## src/shared/cpu_state_pkg.sv

```systemverilog
// package: constants and carriers for the flags and segment state block
package cpu_state_pkg;
    // ********************
    // flags word bit positions
    // ********************
    localparam int CY_BIT   = 0;
    localparam int PY_BIT   = 2;
    localparam int AC_BIT   = 4;
    localparam int ZR_BIT   = 6;
    localparam int SG_BIT   = 7;
    localparam int ST_BIT   = 8;
    localparam int IF_BIT   = 9;
    localparam int DR_BIT   = 10;
    localparam int OV_BIT   = 11;
    localparam int IOPV_LO  = 12;
    localparam int NS_BIT   = 14;
    localparam int RS_BIT   = 16;
    localparam int VT_BIT   = 17;
    localparam logic [31:0] FLAGS_DEFINED = 32'h0003_7fd5;
    localparam logic [31:0] FLAGS_LOW16   = 32'h0000_ffff;
    localparam logic [31:0] FLAGS_IOPV    = 32'h0000_3000;
    localparam logic [31:0] FLAGS_RESET   = 32'h0000_0000;
    // ********************
    // machine control word
    // ********************
    localparam int PM_BIT = 0;
    localparam int PU_BIT = 31;
    localparam logic [31:0] CTRL_RESET = 32'h0000_0000;
    // ********************
    // segment state
    // ********************
    localparam int NUM_SEGS       = 6;
    localparam int REAL_SHIFT     = 4;
    localparam int ATTR_WRITE_BIT = 1;
    localparam int ATTR_PRES_BIT  = 7;
    localparam logic [7:0] ATTR_RESET = 8'h93;
    localparam logic [31:0] LIMIT_RESET = 32'h0000_ffff;
    // ********************
    // enumerations and carriers
    // ********************
    typedef enum logic [1:0] {SIZE8, SIZE16, SIZE32} size_e;
    typedef enum logic [3:0] {
        CMD_NONE, CMD_RETIRE, CMD_PUSH, CMD_POPF16, CMD_POPF32,
        CMD_INTERRUPT_RETURN, CMD_TASK_SWITCH, CMD_INT_ENTRY, CMD_LOAD_CONTROL,
        CMD_LOAD_STATUS
    } cmd_e;
    typedef struct packed {
        cmd_e        op;
        logic        fault;
        logic        nest;
        logic [31:0] image;
    } cmd_s;
    typedef struct packed {
        logic        valid;
        logic        sub;
        size_e       size;
        logic [5:0]  update;
        logic [31:0] a;
        logic [31:0] b;
    } alu_req_s;
    typedef struct packed {
        logic [31:0] base;
        logic [31:0] limit;
        logic [7:0]  attr;
    } seg_desc_s;
    typedef struct packed {
        logic        valid;
        logic [2:0]  index;
        logic [15:0] selector;
        seg_desc_s   desc;
    } seg_load_s;
endpackage

```

## src/hw/cpu_flags_and_segment_state.sv

```systemverilog
// flags word, machine control word and hidden segment state of the processor
// Operation
// - legacy virtual flag set only in protected mode, by return at level 0 or task switch
// - push of flags word always stores zero in the legacy virtual bit
// - interrupt or task save image carries one in virtual bit for virtual tasks
// - resume flag set suppresses debug faults on the next instruction
// - resume flag clears on clean completion; 32-bit pops, returns and task switches load it from image, 16-bit pops keep it
// - nested flag set by task transfers, tested by return, loaded by pops
// - protected mode I/O allowed directly only when privilege <= I/O privilege field
// - pops change I/O privilege field only at level 0; task switches always load it
// - pops change interrupt enable only when privilege <= I/O privilege field
// - maskable interrupt recognised only while interrupt enable is one
// - overflow set when carry into sign bit differs from carry out
// - string indexes increment when direction clear, decrement when set
// - single-step flag raises trap after next instruction
// - sign flag equals top result bit for the operand size
// - zero flag set when whole result is zero
// - auxiliary carry from carry out of or borrow into bit 3
// - parity flag set for even ones in low eight result bits
// - carry flag from carry out of or borrow into top bit
// - real mode selector load sets base to selector shifted left four
// - protected mode load takes base, limit, attributes from descriptor; references check them
// - status word load writes only low 16 control bits; store reads them
// - paging unit enabled while paging enable bit is one
// - protected mode bit cleared only by full control word load
module cpu_flags_and_segment_state
    import cpu_state_pkg::*;
(
    input  wire logic        clk,              // processor clock
    input  wire logic        reset,            // synchronous, active high
    input  wire logic        maskable_interrupt_input, // external request pin
    input  wire logic [1:0]  current_privilege_level,  // running privilege
    input  wire cmd_s        cmd,              // instruction completion command
    input  wire alu_req_s    alu_req,          // arithmetic flag request
    input  wire seg_load_s   seg_load,         // selector load with descriptor
    input  wire logic        ref_valid,        // memory reference request
    input  wire logic [2:0]  ref_seg,          // segment used by reference
    input  wire logic [31:0] ref_offset,       // offset in segment
    input  wire logic        ref_write,        // reference is a write
    input  wire logic        str_valid,        // string index step request
    input  wire size_e       str_size,         // string element size
    input  wire logic [31:0] str_src,          // current source index
    input  wire logic [31:0] str_dst,          // current destination index
    output logic [31:0]      processor_flags_word, // live flags word
    output logic [31:0]      machine_control_word, // live control word
    output logic [15:0]      legacy_status_word,   // low half of control word
    output logic [31:0]      store_image,      // pushed or saved flags image
    output logic [31:0]      alu_result,       // arithmetic result
    output logic             paging_enable_bit,    // paging unit on
    output logic             protected_mode,   // protected mode on
    output logic             legacy_virtual_mode,  // virtual task running
    output logic             io_direct_ok,     // I/O needs no bitmap check
    output logic             maskable_interrupt_input_recognised,  // interrupt taken this cycle
    output logic             debug_fault_suppress, // mask debug faults
    output logic             return_inter_task,    // return leaves task
    output logic             single_step_trap, // trap pulse after step
    output logic [31:0]      ref_linear,       // linear address of reference
    output logic             ref_limit_fault,  // offset beyond limit
    output logic             ref_attr_fault,   // access not allowed
    output logic [31:0]      next_src_index,   // stepped source index
    output logic [31:0]      next_dst_index    // stepped destination index
);
    // ********************
    // helper functions
    // ********************
    // top bit index of an operand size
    function automatic logic [4:0] top_bit(input size_e s);
        case (s)
            SIZE8:   top_bit = 5'd7;
            SIZE16:  top_bit = 5'd15;
            default: top_bit = 5'd31;
        endcase
    endfunction

    // byte count of an operand size
    function automatic logic [31:0] size_bytes(input size_e s);
        case (s)
            SIZE8:   size_bytes = 32'h0000_0001;
            SIZE16:  size_bytes = 32'h0000_0002;
            default: size_bytes = 32'h0000_0004;
        endcase
    endfunction

    // operand mask of a size
    function automatic logic [31:0] size_mask(input size_e s);
        case (s)
            SIZE8:   size_mask = 32'h0000_00ff;
            SIZE16:  size_mask = 32'h0000_ffff;
            default: size_mask = 32'hffff_ffff;
        endcase
    endfunction

    // ********************
    // state
    // ********************
    logic [31:0] flags;
    logic [31:0] ctrl;
    logic [31:0] next_flags;
    logic [31:0] next_ctrl;
    logic        maskable_interrupt_input_meta;
    logic        maskable_interrupt_input_sync;
    seg_desc_s   segs [NUM_SEGS];

    // ********************
    // decode of the current state
    // ********************
    wire logic [1:0] iopv    = flags[IOPV_LO +: 2];
    wire logic       prot    = ctrl[PM_BIT];
    wire logic       cpl0    = (current_privilege_level == 2'd0);
    wire logic       io_priv = (current_privilege_level <= iopv);
    wire logic       is_pop  = (cmd.op == CMD_POPF16) || (cmd.op == CMD_POPF32)
                               || (cmd.op == CMD_INTERRUPT_RETURN);
    wire logic       is_task = (cmd.op == CMD_TASK_SWITCH);
    wire logic       done_ok = (cmd.op != CMD_NONE) && (cmd.op != CMD_INT_ENTRY)
                               && !cmd.fault;

    // status and control outputs
    assign processor_flags_word = flags;
    assign machine_control_word = ctrl;
    assign legacy_status_word   = ctrl[15:0];
    assign paging_enable_bit    = ctrl[PU_BIT];
    assign protected_mode       = prot;
    assign legacy_virtual_mode  = prot & flags[VT_BIT];
    assign io_direct_ok         = !prot || io_priv;
    assign maskable_interrupt_input_recognised      = maskable_interrupt_input_sync & flags[IF_BIT];
    assign debug_fault_suppress = flags[RS_BIT];
    assign return_inter_task    = flags[NS_BIT];

    // ********************
    // arithmetic flags
    // ********************
    wire logic [4:0]  tb     = top_bit(alu_req.size);
    wire logic [31:0] msk    = size_mask(alu_req.size);
    wire logic [32:0] am     = {1'b0, alu_req.a & msk};
    wire logic [32:0] bm     = {1'b0, alu_req.b & msk};
    wire logic [32:0] raw    = alu_req.sub ? (am - bm) : (am + bm);
    wire logic [31:0] res    = raw[31:0] & msk;
    wire logic        a_s    = am[tb];
    wire logic        b_s    = bm[tb] ^ alu_req.sub;
    wire logic        r_s    = res[tb];
    wire logic        c_top  = raw[{1'b0, tb} + 6'd1];
    wire logic        ovf    = (a_s == b_s) && (r_s != a_s);
    wire logic        aux    = am[4] ^ bm[4] ^ raw[4];
    wire logic        par    = ~^res[7:0];
    wire logic        zero   = (res == 32'h0000_0000);

    // computed arithmetic flags placed at their positions
    wire logic [31:0] alu_flags = (32'(c_top) << CY_BIT) | (32'(par) << PY_BIT)
                                  | (32'(aux) << AC_BIT) | (32'(zero) << ZR_BIT)
                                  | (32'(r_s) << SG_BIT)
                                  | (32'(ovf) << OV_BIT);
    // only flags the instruction defines are replaced
    wire logic [31:0] alu_upd = alu_req.valid ?
                                ((32'(alu_req.update[0]) << CY_BIT)
                                 | (32'(alu_req.update[1]) << PY_BIT)
                                 | (32'(alu_req.update[2]) << AC_BIT)
                                 | (32'(alu_req.update[3]) << ZR_BIT)
                                 | (32'(alu_req.update[4]) << SG_BIT)
                                 | (32'(alu_req.update[5]) << OV_BIT))
                                : 32'h0000_0000;

    // ********************
    // pop and task switch masks
    // ********************
    wire logic [31:0] pop_base = FLAGS_DEFINED & ~FLAGS_IOPV
                                 & ~(32'h1 << IF_BIT) & ~(32'h1 << VT_BIT);
    wire logic [31:0] pop_iopv = cpl0 ? FLAGS_IOPV : 32'h0000_0000;
    wire logic [31:0] pop_if   = io_priv ? (32'h1 << IF_BIT) : 32'h0;
    wire logic [31:0] pop_virt = ((cmd.op == CMD_INTERRUPT_RETURN) && prot && cpl0)
                                 ? (32'h1 << VT_BIT) : 32'h0;
    wire logic [31:0] pop_size = (cmd.op == CMD_POPF16) ? FLAGS_LOW16 : 32'hffff_ffff;
    wire logic [31:0] pop_mask = (pop_base | pop_iopv | pop_if | pop_virt) & pop_size;
    wire logic [31:0] task_mask = FLAGS_DEFINED & ~(prot ? 32'h0 : (32'h1 << VT_BIT));

    // next flags word
    always_comb begin
        next_flags = (flags & ~alu_upd) | (alu_flags & alu_upd);
        if (done_ok && !is_pop && !is_task) begin
            next_flags[RS_BIT] = 1'b0;
        end
        if (is_pop && !cmd.fault) begin
            // nested flag, and resume flag except on a 16-bit pop, come from the image here
            next_flags = (next_flags & ~pop_mask) | (cmd.image & pop_mask);
        end
        if (is_task && !cmd.fault) begin
            // defined bits of incoming image incl. I/O field, virtual bit only in protected mode, nesting set by transfer
            next_flags = cmd.image & task_mask;
            next_flags[NS_BIT] = cmd.nest;
        end
    end

    // ********************
    // machine control word
    // ********************
    wire logic [31:0] sts_val  = {ctrl[31:16], cmd.image[15:1],
                                  cmd.image[PM_BIT] | ctrl[PM_BIT]};

    // next control word
    always_comb begin
        next_ctrl = ctrl;
        if (!cmd.fault && (cmd.op == CMD_LOAD_CONTROL)) begin
            next_ctrl = cmd.image;
        end
        if (!cmd.fault && (cmd.op == CMD_LOAD_STATUS)) begin
            next_ctrl = sts_val;
        end
    end

    // flags and control registers
    always_ff @(posedge clk) begin
        if (reset) begin
            flags <= FLAGS_RESET;
            ctrl  <= CTRL_RESET;
        end else begin
            flags <= next_flags;
            ctrl  <= next_ctrl;
        end
    end

    // ********************
    // stored images, traps and results
    // ********************
    wire logic        cap_push = (cmd.op == CMD_PUSH) && !cmd.fault;
    wire logic        cap_save = (cmd.op == CMD_INT_ENTRY) || (is_task && !cmd.fault);
    wire logic [31:0] push_img = flags & ~(32'h1 << VT_BIT);
    wire logic        step_hit = done_ok && flags[ST_BIT];

    // image capture and step trap
    always_ff @(posedge clk) begin
        if (reset) begin
            store_image      <= 32'h0000_0000;
            single_step_trap <= 1'b0;
            alu_result       <= 32'h0000_0000;
        end else begin
            if (cap_push) begin
                store_image <= push_img;
            end else if (cap_save) begin
                store_image <= flags;
            end
            single_step_trap <= step_hit;
            if (alu_req.valid) begin
                alu_result <= res;
            end
        end
    end

    // ********************
    // interrupt pin synchroniser
    // ********************
    always_ff @(posedge clk) begin
        if (reset) begin
            maskable_interrupt_input_meta <= 1'b0;
            maskable_interrupt_input_sync <= 1'b0;
        end else begin
            maskable_interrupt_input_meta <= maskable_interrupt_input;
            maskable_interrupt_input_sync <= maskable_interrupt_input_meta;
        end
    end

    // ********************
    // string index stepping
    // ********************
    wire logic [31:0] step_amt = size_bytes(str_size);

    // post-increment or post-decrement by element size
    always_ff @(posedge clk) begin
        if (reset) begin
            next_src_index <= 32'h0000_0000;
            next_dst_index <= 32'h0000_0000;
        end else if (str_valid) begin
            if (flags[DR_BIT]) begin
                next_src_index <= str_src - step_amt;
                next_dst_index <= str_dst - step_amt;
            end else begin
                next_src_index <= str_src + step_amt;
                next_dst_index <= str_dst + step_amt;
            end
        end
    end

    // ********************
    // hidden segment descriptors
    // ********************
    wire logic [31:0] real_base = {12'h000, seg_load.selector, 4'h0};
    wire logic        seg_ok    = seg_load.valid && (seg_load.index < 3'(NUM_SEGS));

    // descriptor reload on selector load
    always_ff @(posedge clk) begin
        if (reset) begin
            for (int i = 0; i < NUM_SEGS; i++) begin
                segs[i] <= '{base: 32'h0, limit: LIMIT_RESET, attr: ATTR_RESET};
            end
        end else if (seg_ok) begin
            if (prot) begin
                segs[seg_load.index] <= seg_load.desc;
            end else begin
                segs[seg_load.index].base <= real_base;
            end
        end
    end

    // ********************
    // memory reference check
    // ********************
    wire logic      ref_ok  = (ref_seg < 3'(NUM_SEGS));
    wire seg_desc_s ref_d   = ref_ok ? segs[ref_seg] : '0;
    wire logic      over    = !ref_ok || (ref_offset > ref_d.limit);
    wire logic      no_perm = !ref_d.attr[ATTR_PRES_BIT]
                              || (ref_write && !ref_d.attr[ATTR_WRITE_BIT]);

    // base add, limit and attribute checks per reference
    always_ff @(posedge clk) begin
        if (reset) begin
            ref_linear      <= 32'h0000_0000;
            ref_limit_fault <= 1'b0;
            ref_attr_fault  <= 1'b0;
        end else if (ref_valid) begin
            ref_linear      <= ref_d.base + ref_offset;
            ref_limit_fault <= over;
            ref_attr_fault  <= prot && no_perm;
        end
    end
endmodule

```

## config.mk

```make
export PLATFORM = sky130hd
export DESIGN_NAME = cpu_flags_and_segment_state
export DESIGN_NICKNAME = d
export VERILOG_FILES = /design/src/shared/cpu_state_pkg.sv /design/src/hw/cpu_flags_and_segment_state.sv
export SDC_FILE = /design/constraint.sdc
export NUM_CORES = 1
export LEC_CHECK = 0
export BUFFER_PORTS_ARGS = -buffer_cell sky130_fd_sc_hd__buf_2
export CAP_MARGIN = 20
export CORE_ASPECT_RATIO = 1.1
export CORE_MARGIN = 2
export CORE_UTILIZATION = 50
export DETAILED_ROUTE_END_ITERATION = 6
export PLACE_DENSITY = 0.82
export SLEW_MARGIN = 5
export SYNTH_ARGS = -nofsm -noshare
export SYNTH_HDL_FRONTEND = slang
export SYNTH_SLANG_ARGS = --single-unit
export TNS_END_PERCENT = 30
```

## constraint.sdc

```tcl
create_clock -name clk -period 9 [get_ports clk]
set_input_delay 1.8 -clock clk [delete_from_list [all_inputs] [get_ports clk]]
set_output_delay 1.8 -clock clk [all_outputs]
set_load 0.05 [all_outputs]
```

Word-level counts from Yosys, hierarchy flattened
Memories as Yosys holds them, arrays and structs flattened.
Cells that the tools add are included.
{ "classes": {"n_eq_ne": 13, "n_reduce_logical": 40, "muxes": 42, "n_lt_le_gt_ge": 7, "n_addsub": 8, "bitwise_logic": 34} }
{ "ops": {"columns": ["cell", "count"], "rows": [
  ["$mux W32", 8],
  ["$and A32 B32 Y32", 6],
  ["$mux W72", 2],
  ["$add A32 B32 Y32", 3],
  ["$reduce_or A72 Y1", 1],
  ["$pmux W32 S2", 1],
  ["$sub A32 B32 Y32", 2],
  ["$mux W18", 2],
  ["$add A32 B32 Y33", 1],
  ["$mux W33", 1],
  ["$sub A32 B32 Y33", 1],
  ["$and A18 B32 Y32", 1],
  ["$and A32 B18 Y32", 1],
  ["$gt A32 B32 Y1", 1],
  ["$logic_not A32 Y1", 1],
  ["$mux W16", 2],
  ["$not A12 Y32", 1],
  ["$not A32 Y32", 1],
  ["$or A32 B12 Y32", 1],
  ["$or A32 B32 Y32", 1],
  ["$or A8 B12 Y12", 2],
  ["$not A18 Y18", 1],
  ["$or A17 B18 Y18", 1],
  ["$or A17 B10 Y17", 1],
  ["other kinds (41)", 101]
]} }
{ "totals": {"ff_bits": 229, "wordCells": 159, "n_memories": 1, "inputBits": 313, "ram_bits": 432, "out_inout_bits": 250} }
{ "memory_table": {"columns": ["name", "depth", "width", "read_ports", "rd_ports_with_merged_regs", "write_ports", "line", "source"], "rows": [
  ["segs", 6, 72, 1, 0, 6, "cpu_flags_and_segment_state.sv:102", "seg_desc_s segs [NUM_SEGS];"]
]} }

Depth between registers and ports, before layout
{ "logic_depth": {"word_depth": 19, "depth_mapped": 22, "ltp_nobuf": 20} }

Worst setup path before layout
OpenSTA, ideal clock, no wires.
{ "synth_path": {"path_kind": "input-to-reg", "start": "in seg_load[89] in the netlist's numbering", "end": "mem segs[5][10] in the netlist's numbering (enable)", "setup_slack_ps": 3060, "required_time_ps": 8523, "cell_stages": 5, "path_buffers": 1, "arrival_time_ps": 5463, "cell_sequence": "clkbuf_1 -> nor2_1 -> nand3_1 -> nand2_1 -> a21boi_0"} }
{ "synth_lines": {"columns": ["element", "line", "source"], "rows": [
  ["from (decl)", "cpu_flags_and_segment_state.sv:35", "input wire seg_load_s seg_load,"],
  ["to (decl)", "cpu_flags_and_segment_state.sv:102", null]
]} }

Final worst setup path
{ "layout_path": {"start": "in ref_seg[2]", "end": "reg ref_linear[24]"} }
{ "layout_via": {"elab_chain_len": 3, "word_cells_on_any_way": 4, "cone_classes": "1 x add/sub; 1 x order compare; 1 x mux; 1 x memory"} }
{ "layout_lines": {"columns": ["element", "line", "source"], "rows": [
  ["from (decl)", "cpu_flags_and_segment_state.sv:37", "input wire logic [2:0] ref_seg,"],
  ["$mem_v2 Z6 W72 / $lt A3 B3 Y1 (equally long branches)", null, null],
  ["$mux W72 (*)", "cpu_flags_and_segment_state.sv:306", "wire seg_desc_s ref_d = ref_ok ? segs[ref_seg] : '0;"],
  ["$add A32 B32 Y32 (*)", "cpu_flags_and_segment_state.sv:318", "ref_linear <= ref_d.base + ref_offset;"],
  ["to (signal assigned)", "cpu_flags_and_segment_state.sv:318", null],
  ["to (decl)", "cpu_flags_and_segment_state.sv:57", "output logic [31:0] ref_linear,"]
]} }
Every way passes the cells marked *; elsewhere a longest branch is shown, timed or not.
A chain may end at the register's enable or synchronous reset.

==> out/metrics.cfg <==
[clocking]
cts_max_level = 3
cts_resized = 0
clock-root-buffer = clkbuf_16
cts_setup_buffers = 0
cts_max_path_buffers = 3
cts_tree = yes
postCtsHoldBufs = 0
cts_inserted_buffers = 67
cts.sinks = 618
clk_latency_ns = 0.61
clk_pin_slew_ns = 0.06

[synthesis]
synth_xor_area_frac = 0.0286
yosys_warnings = 0
avgSynthCellArea_um2 = 10.2
ys_types = 93
synth_compound_area_frac = 0.123
yosys.area_share.simple = 0.159
syn_area_um2 = 34300
synth-edff-count = 424
muxShareOfSynthArea = 0.0939
yosys_most_used_dff = edfxtp_1
synth_top_family_by_area = simple AND/OR/NAND/NOR gates
synthArstFlopShare = 0
ys_ff_latch = 618
synth_cells = 3375
synthAdderAreaFrac = 0.0626
seq_area_frac_synth = 0.485

[run]
drv_cap = 0

[timing]
slew_headroom = 0.260
fin_crit_ns = 6.52
drv_slew = 0
rsz0062_at_grt = no
timing.fmax_mhz = 153
finalSetupTns_ns = 0
fin_crit_sh = 0.725
hold_violations = 0
clock_skew_ns = 0.0241
setup_viol = 0
tightest_slew_ns = 1.11
worst_slack_ns = 2.48

[power]
p_leak_nw = 16.7
p_int_mw = 5.24
swShare = 0.299
fin_total_pwr_mw = 7.47
power_frac_seq = 0.432
peakVddDrop_mv = 0.175
power.density_nw_per_um2 = 188
power_frac_comb = 0.200
switchingPower_mw = 2.23
p_clk_frac = 0.368

[final_layout]
drive_gt1_frac = 0.207
mostFrequentLayoutCells = 532 x buf_2, 526 x nor2_1, 424 x edfxtp_1
num-nets-final = 4322
final_common_cell = buf_2
fillers = 5584
synthToLayoutAreaGrowth_pct = 15.8

[critical_path]
cp_data_arrival_time_ns = 6.98
r2r_start = segs[3][42]$_SDFFCE_PN0P_
crit_start = ref_seg[2]
cp.required_ns = 9.46
worstSetupPathType = in -> reg
cp_max_fo = 32
start_kind = input port
end_kind = flop

[place]
dp_hpwl_mm = 75.8
io_buffers = 535
gp_congestion = 0.965
pre_cts_slack_ns = 1.97

[grt]
antenna_found_initial = 16
grt_overflow = 0
grt_pass1_vias = 27000
grt_max_degree = 179
grt_usage = 0.299
grt_pass1_wl_mm = 159

[die]
die_area_um2 = 70600
initial_core_util = 0.506
die_width_um = 254
core_region_area_um2 = 67700
rows = 100
io_pins = 563
die_h_um = 279

[drt]
avgRoutedWirePerCell_um = 22.6
drt_iter0_drc = 2821
drtPass1Iterations = 6
post-route-drc-count = 0
ant_nets = 0
vias = 28300
drt-total-wl_mm = 109
avgViaCountPerCell = 5.87

[hold_path]
hold_path.class = reg -> reg
min_from = machine_control_word[27]$_SDFFE_PP0P_

[status]
status = finished clean

## worst max-delay path: stages
cell	delay, ns
buf_2	0.57
clkinv_1	0.68
buf_4	0.42
nand2_1	0.70
o32a_1	0.28
fa_1	0.20
nor2b_1	0.06
o21ai_0	0.23
a21oi_1	0.15
o21ai_0	0.48
a21oi_2	0.19
a21oi_1	0.37
o21ai_0	0.19
o41ai_1	0.33
or4_1	0.16
o311ai_0	0.11
## synthesized netlist by cell type, drive strengths merged, types with 7 or more instances
| cell | instances | area [um2] |
|---|---|---|
| o22a | 9 | 78.8 |
| mux4 | 63 | 1420 |
| o31ai | 12 | 90.1 |
| o21bai | 19 | 143 |
| mux2i | 155 | 1550 |
| clkbuf | 135 | 537 |
| nand2 | 340 | 1280 |
| xnor2 | 69 | 604 |
| a31o | 13 | 114 |
| nor2b | 27 | 169 |
| ha | 165 | 2060 |
| nand2b | 37 | 231 |
| o311ai | 9 | 78.8 |
| o22ai | 14 | 87.6 |
| nand3 | 58 | 290 |
| nand4 | 26 | 163 |
| o21ai | 101 | 513 |
| mux2 | 22 | 248 |
| a31oi | 17 | 106 |
| a21oi | 255 | 1310 |
| o21a | 23 | 173 |
| buf | 91 | 616 |
| o31a | 7 | 61.3 |
| nor3 | 37 | 195 |
| a21o | 77 | 578 |
| nor4 | 9 | 56.3 |
| and3 | 22 | 138 |
| o211ai | 18 | 140 |
| a211oi | 29 | 223 |
| or3 | 30 | 193 |
| and2 | 56 | 350 |
| inv | 129 | 484 |
| nor3b | 7 | 57.6 |
| dfxtp | 194 | 3880 |
| edfxtp | 424 | 12700 |
| nor2 | 531 | 1990 |
| xor2 | 43 | 377 |
## per-stage QoR
step                      area, um2  hold WS (ns)  cells   util
after CTS                     39600         0.453   4805  0.585
after global placement        37500         0.439   4686  0.554
after floorplan               34400         0.414   3423      -
after global routing          39700         0.478   4820  0.586
final                         39700         0.455   4823  0.586
after detailed placement      37500         0.444   4686  0.554
## sequential cells by signal (all words and copies together) (netlist names)
register                       cells
ref_limit_fault                    1
machine_control_word              32
ref_attr_fault                     1
maskable_interrupt_input_sync      1
next_dst_index                    32
processor_flags_word              14
ref_linear                        32
alu_result                        32
maskable_interrupt_input_meta      1
segs                             424
next_src_index                    32
single_step_trap                   1
store_image                       15
## final cells by class
class	instances	area (um2)	share of cell area
timing repair buffer	574	3020	0.0762
antenna	15	37.5	0.000946
inverter	132	495	0.0125
clock inverter	26	305	0.00769
clock buffer	93	1840	0.0464
sequential	618	16600	0.419
multi-input combinational	2447	16200	0.409
tap	918	1150	0.0289
## power by group through the flow
stage                     Clock [mW]  Combinational, mW  Sequential [mW]
after detailed placement           0               1.47             3.28
final                           2.75               1.49             3.22
after global placement             0               1.45             3.27
after CTS                       2.78               1.48             3.22
after global routing            2.89               1.60             3.23
after floorplan                    0              0.821             3.49
## metal layers
| layer | part of all wire | wire, um | track usage | vias up |
|---|---|---|---|---|
| met4 | 0.063 | 6840 | 0.196 | 4 |
| met2 | 0.47 | 51600 | 0.487 | 1600 |
| li1 | - | - | - | 13000 |
| met1 | 0.35 | 38700 | 0.351 | 13400 |
| met3 | 0.11 | 11900 | 0.0745 | 334 |
| met5 | 0.00022 | 24 | 0 | - |
## logic make-up (layout without fill, tap and decap cells)
kind of cell,count (synthesis),in the layout
flops,618,618
fa+ha+maj,169,169
mux,240,240
buf+inv,358,825
xor+xnor,112,112
other cells,1,64
simple gates,1217,1217
compound gates,660,660
## final timing paths
| path | end | slack (ns) | cells after the start |
|---|---|---|---|
| max | ref_linear[24]$_SDFFE_PP0P_ | 2.48 | 16 |
| min | machine_control_word[27]$_SDFFE_PP0P_ | 0.45 | 2 |
| max reg2reg | ref_linear[24]$_SDFFE_PP0P_ | 4.93 | 14 |
| min reg2reg | machine_control_word[27]$_SDFFE_PP0P_ | 0.45 | 2 |
(Power assumes the default switching activity.)
